[config.mk]
export PLATFORM = sky130hd
export DESIGN_NAME = dbgc_cmd
export DESIGN_NICKNAME = d
export VERILOG_FILES = /design/src/rtl/dbgc_cmd.v
export VERILOG_INCLUDE_DIRS = /design/src /design/src/rtl
export SDC_FILE = /design/constraint.sdc
export NUM_CORES = 1
export LEC_CHECK = 0
export ABC_AREA = 1
export BUFFER_PORTS_ARGS = -buffer_cell sky130_fd_sc_hd__buf_2
export CORE_ASPECT_RATIO = 1.4
export CORE_MARGIN = 10
export CORE_UTILIZATION = 50
export CTS_BUF_LIST = sky130_fd_sc_hd__clkbuf_4 sky130_fd_sc_hd__clkbuf_8
export DETAILED_ROUTE_END_ITERATION = 12
export PLACE_DENSITY = 0.74
export SETUP_SLACK_MARGIN = 0.5
export SLEW_MARGIN = 20
export SYNTH_ARGS = -nofsm -noshare
export SYNTH_HDL_FRONTEND = slang
export SYNTH_SLANG_ARGS = --single-unit
[constraint.sdc]
create_clock -name clk -period 2.35 [get_ports clk]
set_input_delay 0.47 -clock clk [delete_from_list [all_inputs] [get_ports clk]]
set_output_delay 0.47 -clock clk [all_outputs]
set_load 0.03 [all_outputs]
[src/rtl/dbgc_consts.vh]
// timing counts and command opcodes for the debug command engine
`ifndef DBGC_CONSTS_VH
`define DBGC_CONSTS_VH
`define DBGC_BIT_CYC       5'h10
`define DBGC_SAMPLE_CYC    5'h0a
`define DBGC_TX0_LOW_CYC   5'h0d
`define DBGC_TX1_SPEED_CYC 5'h07
`define DBGC_ACK_LOW_CYC   5'h10
`define DBGC_ACK_MIN_CYC   6'h20
`define DBGC_STEAL_CYC     8'h80
`define DBGC_TIMEOUT_CYC   10'h200
`define DBGC_OPC_BITS      5'h08
`define DBGC_WORD_BITS     5'h10
`define DBGC_FW_PAGE       8'hff
`define DBGC_OP_RD_NEXT    8'h62
`define DBGC_OP_RD_PC      8'h63
`define DBGC_OP_RD_SP      8'h67
`define DBGC_OP_WR_NEXT    8'h42
`define DBGC_OP_WR_PC      8'h43
`define DBGC_OP_WR_SP      8'h47
`define DBGC_OP_GO         8'h08
`define DBGC_OP_GO_UNTIL   8'h0c
`define DBGC_OP_STEP       8'h10
`define DBGC_OP_TAG_GO     8'h18
`define DBGC_IDX_X         3'h2
`define DBGC_STEP_ADD      16'h0002
`endif

[src/rtl/dbgc_cmd.v]
// firmware-level command engine of the single-wire debug port
`include "dbgc_consts.vh"
module dbgc_cmd (
  // clock and reset
  input  wire        clk,
  input  wire        arst_n,
  // background_debug_pin, open drain with speedup
  input  wire        background_debug_pin_in,
  output reg         background_debug_pin_out,
  output reg         background_debug_pin_oe,
  // debug control
  input  wire        ack_en,
  input  wire        enter_req,
  input  wire        insn_done,
  input  wire        cpu_wait_stop,
  output wire        dbg_active,
  output wire        cpu_halt,
  output reg         step_q,
  output reg         tag_en_q,
  // firmware page decode
  input  wire [15:0] cpu_addr,
  output wire        fw_map_hit,
  // cpu register file
  input  wire [15:0] pc_in,
  input  wire [15:0] d_in,
  input  wire [15:0] x_in,
  input  wire [15:0] y_in,
  input  wire [15:0] sp_in,
  output reg  [4:0]  reg_wr_q,
  output reg  [15:0] reg_wdata_q,
  // memory bus
  input  wire        bus_free,
  input  wire [15:0] mem_rdata,
  output reg         mem_req_q,
  output reg         mem_we_q,
  output reg  [15:0] mem_addr_q,
  output reg  [15:0] mem_wdata_q,
  output wire        cpu_freeze
);

  localparam [6:0] S_OPC  = 7'h01;
  localparam [6:0] S_DIN  = 7'h02;
  localparam [6:0] S_EXEC = 7'h04;
  localparam [6:0] S_MEM  = 7'h08;
  localparam [6:0] S_ACK  = 7'h10;
  localparam [6:0] S_TX   = 7'h20;
  localparam [6:0] S_RUN  = 7'h40;

  function [15:0] reg_pick;
    input [2:0] idx;
    begin
      case (idx)
        3'h0:    reg_pick = pc_in;
        3'h1:    reg_pick = d_in;
        3'h2:    reg_pick = x_in;
        3'h3:    reg_pick = y_in;
        default: reg_pick = sp_in;
      endcase
    end
  endfunction

  function [15:0] word_addr;
    input [15:0] a;
    begin
      word_addr = {a[15:1], 1'b0};
    end
  endfunction

  reg  [6:0]  st_q;
  reg  [6:0]  nxt_q;
  reg         in_d_q;
  reg         bit_act_q;
  reg  [4:0]  cyc_q;
  reg  [4:0]  nbits_q;
  reg  [15:0] sh_q;
  reg  [7:0]  op_q;
  reg  [9:0]  idle_q;
  reg  [5:0]  wt_q;
  reg  [7:0]  steal_cnt_q;
  reg         ack_q;
  reg         pend_ack_q;
  reg         stepping_q;
  reg  [4:0]  ack_cyc_q;
  wire        rx_st    = (st_q == S_OPC) || (st_q == S_DIN);
  wire        fall     = in_d_q & ~background_debug_pin_in & ~background_debug_pin_oe;
  wire        bit_end  = bit_act_q && (cyc_q == `DBGC_BIT_CYC - 5'h01);
  wire        last_bit = bit_end && (nbits_q == 5'h01);
  wire        steal    = (steal_cnt_q == `DBGC_STEAL_CYC);
  wire        grant    = mem_req_q && (bus_free || steal);
  wire [15:0] x_next   = x_in + `DBGC_STEP_ADD;
  wire [2:0]  rd_idx   = op_q[2:0] - 3'h3;
  wire        is_rd    = (op_q >= `DBGC_OP_RD_PC) && (op_q <= `DBGC_OP_RD_SP);
  wire        is_wr    = (op_q >= `DBGC_OP_WR_PC) && (op_q <= `DBGC_OP_WR_SP);

  assign dbg_active = (st_q != S_RUN);
  assign cpu_halt   = dbg_active;
  assign fw_map_hit = dbg_active && (cpu_addr[15:8] == `DBGC_FW_PAGE);
  assign cpu_freeze = mem_req_q && steal;

  ////////////////////////////////////////////////////////////////////////////
  // serial pin drive: reply bits and acknowledge pulse
  always @* begin
    background_debug_pin_out = 1'b0;
    background_debug_pin_oe  = 1'b0;
    if (st_q == S_TX && bit_act_q) begin
      if (!sh_q[15] && cyc_q < `DBGC_TX0_LOW_CYC) begin
        background_debug_pin_oe = 1'b1;
      end else if ((!sh_q[15] && cyc_q == `DBGC_TX0_LOW_CYC) ||
                   (sh_q[15] && cyc_q == `DBGC_TX1_SPEED_CYC)) begin
        background_debug_pin_oe  = 1'b1;
        background_debug_pin_out = 1'b1;
      end
    end else if (st_q == S_ACK && ack_q && wt_q == `DBGC_ACK_MIN_CYC) begin
      background_debug_pin_oe  = 1'b1;
      background_debug_pin_out = (ack_cyc_q == `DBGC_ACK_LOW_CYC);
    end
  end

  ////////////////////////////////////////////////////////////////////////////
  // bit timing, shifting and command sequencing
  always @(posedge clk or negedge arst_n) begin
    if (!arst_n) begin
      st_q        <= S_RUN;
      nxt_q       <= S_OPC;
      in_d_q      <= 1'b1;
      bit_act_q   <= 1'b0;
      cyc_q       <= 5'h00;
      nbits_q     <= 5'h00;
      sh_q        <= 16'h0000;
      op_q        <= 8'h00;
      idle_q      <= 10'h000;
      wt_q        <= 6'h00;
      steal_cnt_q <= 8'h00;
      ack_q       <= 1'b0;
      pend_ack_q  <= 1'b0;
      stepping_q  <= 1'b0;
      ack_cyc_q   <= 5'h00;
      step_q      <= 1'b0;
      tag_en_q    <= 1'b0;
      reg_wr_q    <= 5'h00;
      reg_wdata_q <= 16'h0000;
      mem_req_q   <= 1'b0;
      mem_we_q    <= 1'b0;
      mem_addr_q  <= 16'h0000;
      mem_wdata_q <= 16'h0000;
    end else begin
      in_d_q   <= background_debug_pin_in;
      step_q   <= 1'b0;
      reg_wr_q <= 5'h00;
      if (wt_q != `DBGC_ACK_MIN_CYC) begin
        wt_q <= wt_q + 6'h01;
      end
      // per-bit timer, started by the host falling edge
      if (fall && !bit_act_q && (rx_st || st_q == S_TX)) begin
        bit_act_q <= 1'b1;
        cyc_q     <= 5'h00;
        idle_q    <= 10'h000;
      end else if (bit_act_q) begin
        cyc_q <= cyc_q + 5'h01;
        if (bit_end) begin
          bit_act_q <= 1'b0;
          nbits_q   <= nbits_q - 5'h01;
        end
      end else if (nbits_q != `DBGC_OPC_BITS && idle_q != `DBGC_TIMEOUT_CYC) begin
        idle_q <= idle_q + 10'h001;
      end
      if (bit_act_q && rx_st && cyc_q == `DBGC_SAMPLE_CYC) begin
        sh_q <= {sh_q[14:0], background_debug_pin_in};
      end
      if (bit_end && st_q == S_TX) begin
        sh_q <= {sh_q[14:0], 1'b0};
      end
      case (st_q)
        S_OPC: begin
          if (idle_q == `DBGC_TIMEOUT_CYC) begin
            nbits_q <= `DBGC_OPC_BITS;
            idle_q  <= 10'h000;
          end else if (last_bit) begin
            op_q  <= sh_q[7:0];
            wt_q  <= 6'h00;
            st_q  <= S_EXEC;
            ack_q <= ack_en;
          end
        end
        S_DIN: begin
          if (idle_q == `DBGC_TIMEOUT_CYC) begin
            st_q    <= S_OPC;
            nbits_q <= `DBGC_OPC_BITS;
            idle_q  <= 10'h000;
          end else if (last_bit) begin
            wt_q <= 6'h00;
            st_q <= S_EXEC;
          end
        end
        S_EXEC: begin
          nxt_q <= S_OPC;
          st_q  <= S_ACK;
          if (op_q == `DBGC_OP_RD_NEXT || op_q == `DBGC_OP_WR_NEXT) begin
            reg_wr_q    <= 5'h01 << `DBGC_IDX_X;
            reg_wdata_q <= x_next;
            mem_addr_q  <= word_addr(x_next);
            mem_we_q    <= op_q[5] == 1'b0;
            mem_wdata_q <= sh_q;
            mem_req_q   <= 1'b1;
            steal_cnt_q <= 8'h00;
            st_q        <= S_MEM;
          end else if (is_rd) begin
            sh_q  <= reg_pick(rd_idx);
            nxt_q <= S_TX;
          end else if (is_wr) begin
            reg_wr_q    <= 5'h01 << rd_idx;
            reg_wdata_q <= sh_q;
          end else if (op_q == `DBGC_OP_GO) begin
            nxt_q <= S_RUN;
          end else if (op_q == `DBGC_OP_GO_UNTIL || op_q == `DBGC_OP_STEP) begin
            pend_ack_q <= ack_q;
            stepping_q <= (op_q == `DBGC_OP_STEP);
            step_q     <= (op_q == `DBGC_OP_STEP);
            ack_q      <= 1'b0;
            nxt_q      <= S_RUN;
          end else if (op_q == `DBGC_OP_TAG_GO) begin
            tag_en_q   <= 1'b1;
            ack_q      <= 1'b0;
            pend_ack_q <= 1'b0;
            nxt_q      <= S_RUN;
          end else begin
            ack_q <= 1'b0;
          end
        end
        S_MEM: begin
          if (grant) begin
            mem_req_q <= 1'b0;
            if (!mem_we_q) begin
              sh_q  <= mem_rdata;
              nxt_q <= S_TX;
            end
            st_q <= S_ACK;
          end else if (!steal) begin
            steal_cnt_q <= steal_cnt_q + 8'h01;
          end
        end
        S_ACK: begin
          if (!ack_q) begin
            st_q      <= nxt_q;
            ack_cyc_q <= 5'h00;
          end else if (wt_q == `DBGC_ACK_MIN_CYC) begin
            if (ack_cyc_q == `DBGC_ACK_LOW_CYC) begin
              st_q      <= nxt_q;
              ack_cyc_q <= 5'h00;
            end else begin
              ack_cyc_q <= ack_cyc_q + 5'h01;
            end
          end
          nbits_q <= (nxt_q == S_TX) ? `DBGC_WORD_BITS : `DBGC_OPC_BITS;
        end
        S_TX: begin
          if (last_bit) begin
            st_q    <= S_OPC;
            nbits_q <= `DBGC_OPC_BITS;
          end
        end
        S_RUN: begin
          if (cpu_wait_stop) begin
            pend_ack_q <= 1'b0;
          end
          if ((stepping_q && insn_done) || (!stepping_q && enter_req)) begin
            st_q       <= S_ACK;
            nxt_q      <= S_OPC;
            ack_q      <= pend_ack_q && !cpu_wait_stop;
            pend_ack_q <= 1'b0;
            stepping_q <= 1'b0;
            wt_q       <= `DBGC_ACK_MIN_CYC;
          end
        end
        default: begin
          st_q <= S_RUN;
        end
      endcase
      // data-carrying opcodes take their 16-bit word before executing
      if (st_q == S_OPC && last_bit &&
          ((sh_q[7:0] >= `DBGC_OP_WR_NEXT) && (sh_q[7:0] <= `DBGC_OP_WR_SP))) begin
        st_q    <= S_DIN;
        nbits_q <= `DBGC_WORD_BITS;
      end
      if (st_q == S_ACK && nxt_q == S_RUN && !ack_q) begin
        steal_cnt_q <= 8'h00;
      end
    end
  end

endmodule // dbgc_cmd

=== Yosys cells after proc, flatten, opt, wreduce, memory -nomap -nowiden ===
Index checks and enable logic that the tools add are counted.

* Input port bits: 120
* Output and inout bits: 63
* Register bits after elaboration: 138
* Logic and storage cells: 274

* Shifts and indexed selects: 1
* Order comparisons: 7
* Equality and inequality tests: 56
* Bitwise operators: 11
* $add $sub $neg: 8
* Muxes and demuxes: 108
* Reduce and logical (&&, ||, !) cells: 60

{| class="wikitable"
|+ Operators by type and width
! operator !! number
|-
| $mux 16 || 9
|-
| $mux 7 || 19
|-
| $mux 5 || 17
|-
| $pmux 16 s4 || 1
|-
| $mux 10 || 5
|-
| $pmux 7 s7 || 1
|-
| $mux 1 || 39
|-
| $mux 8 || 4
|-
| $pmux 16 s2 || 1
|-
| $logic_and 1x1->1 || 27
|-
| $ge 8x7->1 const B || 3
|-
| $le 8x7->1 const B || 3
|-
| $mux 6 || 4
|-
| $ne 2x2->1 const B || 11
|-
| $ne 3x3->1 const B || 7
|-
| $pmux 7 s3 || 1
|-
| $reduce_and 7->1 || 3
|-
| $add 16x2->16 const B || 1
|-
| $eq 8x4->1 const B || 2
|-
| $eq 8x5->1 const B || 2
|-
| $eq 8x7->1 const B || 2
|-
| $eq 8x8->1 const B || 2
|-
| $pmux 8 s2 || 1
|-
| $eq 5x4->1 const B || 3
|-
| 46 further kinds || 83
|}

=== Logic depth before layout (Yosys ltp) ===
* Word-level depth: 14
* Mapped depth: 14
* Depth with buffers taken out: 13

=== Least setup slack after synthesis ===
Ideal clock, no wire load.

* Kind: register to output
* Start: register wt_q[0]
* End: output background_debug_pin_out
* Arrival: 1660 ps
* Slack: 220 ps
* Path buffers: 0
* Data required time: 1880 ps
* Cell stages (with the launch flop): 7
* Cell sequence: dfrtp_1 > inv_1 > ha_1 > nand3_1 > nor2_4 > nand3_1 > o21ai_0

* Longest elaborated chain between the ends: 4

{| class="wikitable"
|+ Ends and longest elaborated chain
! item !! line !! text
|-
| start, declared || dbgc_cmd.v:78 || <nowiki>reg [5:0] wt_q;</nowiki>
|-
| start signal, assigned || dbgc_cmd.v:151 || <nowiki>wt_q <= wt_q + 6'h01;</nowiki>
|-
| start signal, assigned || dbgc_cmd.v:272 || <nowiki>wt_q <= `DBGC_ACK_MIN_CYC;</nowiki>
|-
| $eq 6x6->1 (no line) || - ||
|-
| $logic_and 1x1->1 (no line) || - ||
|-
| $mux 1 || dbgc_cmd.v:113 || <nowiki>end else if (st_q == S_ACK && ack_q && wt_q == `DBGC_ACK_MIN_CYC) begin</nowiki>
|-
| $mux 1 || dbgc_cmd.v:105 || <nowiki>if (st_q == S_TX && bit_act_q) begin</nowiki>
|-
| end, declared || dbgc_cmd.v:9 || <nowiki>output reg background_debug_pin_out,</nowiki>
|}

No other way between the ends.

=== Worst setup path after layout ===
* Start: register st_q[3]
* End: output background_debug_pin_out

* Longest elaborated chain between the ends: 5
* Elaborated cells on any way between the ends: 7
* Those cells by class: 2 x eq/ne; 2 x mux; 3 x reduce/logical

{| class="wikitable"
|+ Ends and longest elaborated chain
! item !! line !! text
|-
| start, declared || dbgc_cmd.v:69 || <nowiki>reg [6:0] st_q;</nowiki>
|-
| start signal, assigned || dbgc_cmd.v:244 || <nowiki>st_q <= nxt_q;</nowiki>
|-
| start signal, assigned || dbgc_cmd.v:248 || <nowiki>st_q <= nxt_q;</nowiki>
|-
| $eq 7x5->1 || dbgc_cmd.v:113 ||
|-
| $logic_and 1x1->1 || dbgc_cmd.v:113 ||
|-
| $logic_and 1x1->1 (no line) || - ||
|-
| $mux 1 || dbgc_cmd.v:113 ||
|-
| $mux 1 * || dbgc_cmd.v:105 ||
|}

Mark *: on every way between the ends. The rest lies on a longest branch, timed or not.

==> results.md <==
* Cell area after synthesis at roughly 0.0083 sq mm
* Max Slew Vio Count at 0
* Routing usage on met3 at 6.74%
* Syn Area/Cell at between 7 and 8 sq um
* Die ar. at 0.0222 sq mm
* Worst-Margin Slew at around 0.56 ns
* Overall routing resource usage at between 20 and 30%
* Part of the power in registers at about two fifths
* Vias/cell at 5.51
* Largest net degree at the start of global routing at 60
* I/O Buffers at about 170
* Number of synthesized flops with an enable pin at 0
* CP max FO at 4
* Fin cells at ~1,600
* Register area at between 0.003 and 0.004 sq mm
* Dpl hpwl at between 20 and 25 mm
* Met1 track demand over resource at approximately 27%
* FF-to-FF setup slack at 0.21 ns
* Max Cap Viol at 0
* P_sw at roughly 2.8 mW
* Endpoint type of the worst setup path: output port
* Maximum VDD drop at 0.299 mV
* YS warnings at 0
* Core area at 0.0162 sq mm
* Worst skew pair latency at around 0.48 ns
* WP data arrival at 1.85 ns
* CTS tree: built
* Min cycle time layout at roughly 2.3 ns
* Setup Crit Path Kind: flop to output port
* Yosys cell types at 45
* Vias at 8,859
* CTS Buffer Depth at 2
* Area of the multi-input gates at 0.00463 sq mm
* Peak Freq at between 400 and 500 MHz
* Vias in the first global route at roughly 9,000
* Fin area at between 0.01 and 0.015 sq mm
* Initial antenna violation count at 1
* DP Area at approximately 0.0094 sq mm
* Clock share of power at a little over a quarter
* Grt met2 use at 44.0%
* Initial Util at 51.1%
* Commonest cells after routing, fill and taps aside: nand2_1 (342), buf_2 (166), dfrtp_1 (126)
* Required @ worst endpoint at 1.88 ns
* Hold endpoint: in_d_q
* IO Count at between 150 and 200
* Wirelength per Cell at 18.1 um
* Setup TNS at 0 ns
* Register area share after synthesis at approximately two fifths
* # H-tree levels at 4
* Grt peak-use layer: met2
* Grt ovf at 0
* Root buf cell: clkbuf_8
* Worst hold start: background_debug_pin_in
* Synth Register Bits at roughly 130
* Hold Vio Cnt, Final at 0
* Pre-CTS setup slack at about 0.08 ns
* Dpl cells at ~1,500
* Hold Path Class: input port to flop
* Outcome: completed
* Setup violators final at 0
* First-pass GRT wire length at 44.5 mm
* Routed WL at approximately 29 mm
* Post-Syn Nets at between 1,000 and 1,500
* Worst Hold Path Cells at 1
* Final Skew at about 0.013 ns
* FF-to-FF path depth at 12
* Int Pwr at about 4.3 mW
* First-pass detailed-route iteration total at 5
* Synth Flop Type: dfrtp_1
* FP Rows at 55
* Most common cell after layout, fill and taps aside: nand2_1
* Area Overhead vs Synth at 28.4%
* Layout Nets at about 1,500
* Share of layout cells above drive strength 1 at 29.1%
* Iteration-0 DRC Markers at a little over 700
* GP Congestion at ~0.94
* Fraction of registers with async set/reset at 100%
* TritonCTS Sinks at between 100 and 150
* FF-to-FF End: st_q[2]
* Cts bufs inserted at 17
* Clock transition at the registers of the reported paths at approximately 0.09 ns
* Power Density at 668 mW/mm^2
* Sw frac at roughly two fifths
* Die H at 172 um
* Antenna-violating nets left at 0
* Pleak at 5.35 nW
* RSZ-0062 raised after global routing: yes
* Cells after Synth at between 1,000 and 1,500
* Final WS setup at ~0.027 ns
* Max_slew headroom at 62.6%
* Die Span X at approximately 130 um
* Total power at a little over 7 mW
* Logic pwr share at around a third
* Hold_ws at 0.138 ns
* Period utilization at between 90% and 100%
* FF-to-FF Start: cyc_q[0]
* Filler cell count at 1,435
* Util after Layout at around 66%
* Drc violations at 0
* CP Launch Type: flop
-- worst max-delay path by stage --
stage | start | endpoint | slack, ns | cells after the start
detailed placement | cyc_q[0] | sh_q[2] | 0.08 | 13
CTS | cyc_q[1] | background_debug_pin_out | 0.09 | 7
floorplan | wt_q[0] | background_debug_pin_out | 0.45 | 6
finish | st_q[3] | background_debug_pin_out | 0.03 | 7
global route | st_q[3] | background_debug_pin_out | -0.04 | 7
global placement | cyc_q[0] | sh_q[6] | 0.14 | 13
-- what timing repair did --
| item | CTS | global route |
|---|---|---|
| cloned | 2 | 4 |
| hold buffers | 1 | 0 |
| endpoints found under the setup margin | 109 | 126 |
| pin swaps | 13 | 20 |
| gates resized for setup | 54 | 74 |
| setup buffers | 27 | 23 |
| endpoints found under the hold margin | 20 | 0 |
-- registers in the layout, indices dropped and copies added (netlist names), 3 cells and up --
name,flops
sh_q,16
reg_wdata_q,16
op_q,8
idle_q,10
nbits_q,5
nxt_q,3
ack_cyc_q,5
wt_q,6
steal_cnt_q,8
mem_addr_q,15
mem_wdata_q,16
st_q,7
cyc_q,5
reg_wr_q,5
-- final cells by class --
cell class / count / area share (%)
Tap cell: 199 / 2.34
Timing Repair Buffer: 247 / 14.7
Antenna cell: 1 / 0.0235
Multi-Input combinational cell: 875 / 43.5
Sequential cell: 134 / 31.6
Clock inverter: 15 / 1.27
Inverter: 120 / 4.38
Clock buffer: 17 / 2.20
-- cell usage after synthesis, types with 8 or more instances --
cell / n / area, sq um
nand3_1: 93 / 465
o2111ai_1: 12 / 105
nand2_2: 13 / 81.3
buf_2: 10 / 50.1
ha_1: 16 / 200
xor2_1: 20 / 175
dfrtp_1: 131 / 3280
nor3_1: 26 / 130
clkbuf_1: 9 / 33.8
buf_6: 9 / 101
nand4_1: 21 / 131
o211ai_1: 17 / 128
a21oi_1: 25 / 125
nor2_2: 8 / 50.1
inv_2: 12 / 45.0
nand2_1: 359 / 1350
o21ai_0: 91 / 455
nor2_1: 117 / 439
inv_1: 107 / 402
-- logic make-up after synthesis --
logic type / after synthesis / synth area share (%)
simple gates: 664 / 34.7
compound gates: 167 / 11.6
buf+inv: 157 / 8.46
fa+ha+maj: 16 / 2.41
other cells: 1 / 0.0452
xor+xnor: 22 / 2.32
flops: 134 / 40.4
-- per-layer routing --
metal | routed length (um) | part of all wire (%)
met1 | 10700 | 37
met4 | 1740 | 6.0
met2 | 14600 | 50
met3 | 2030 | 7.0
met5 | 0 | 0
-- power groups by stage --
| stage | Clock (mW) | Sequential [mW] | Combinational, mW |
|---|---|---|---|
| after floorplan | 0 | 2.75 | 1.35 |
| after global placement | 0 | 2.87 | 1.85 |
| after detailed placement | 0 | 2.87 | 1.87 |
| after CTS | 1.89 | 2.83 | 2.14 |
| after global routing | 1.99 | 2.90 | 2.65 |
| final | 1.87 | 2.87 | 2.37 |
-- worst max-delay path, cell delays in order, from the launching register on --
cell     delay, ns
dfrtp_1       0.40
nor2_2        0.17
nand2_2       0.13
buf_6         0.14
nor2_4        0.13
nand3_2       0.09
o21ai_1       0.14
buf_4         0.17
Note: power is estimated with default switching activity, not from simulation.
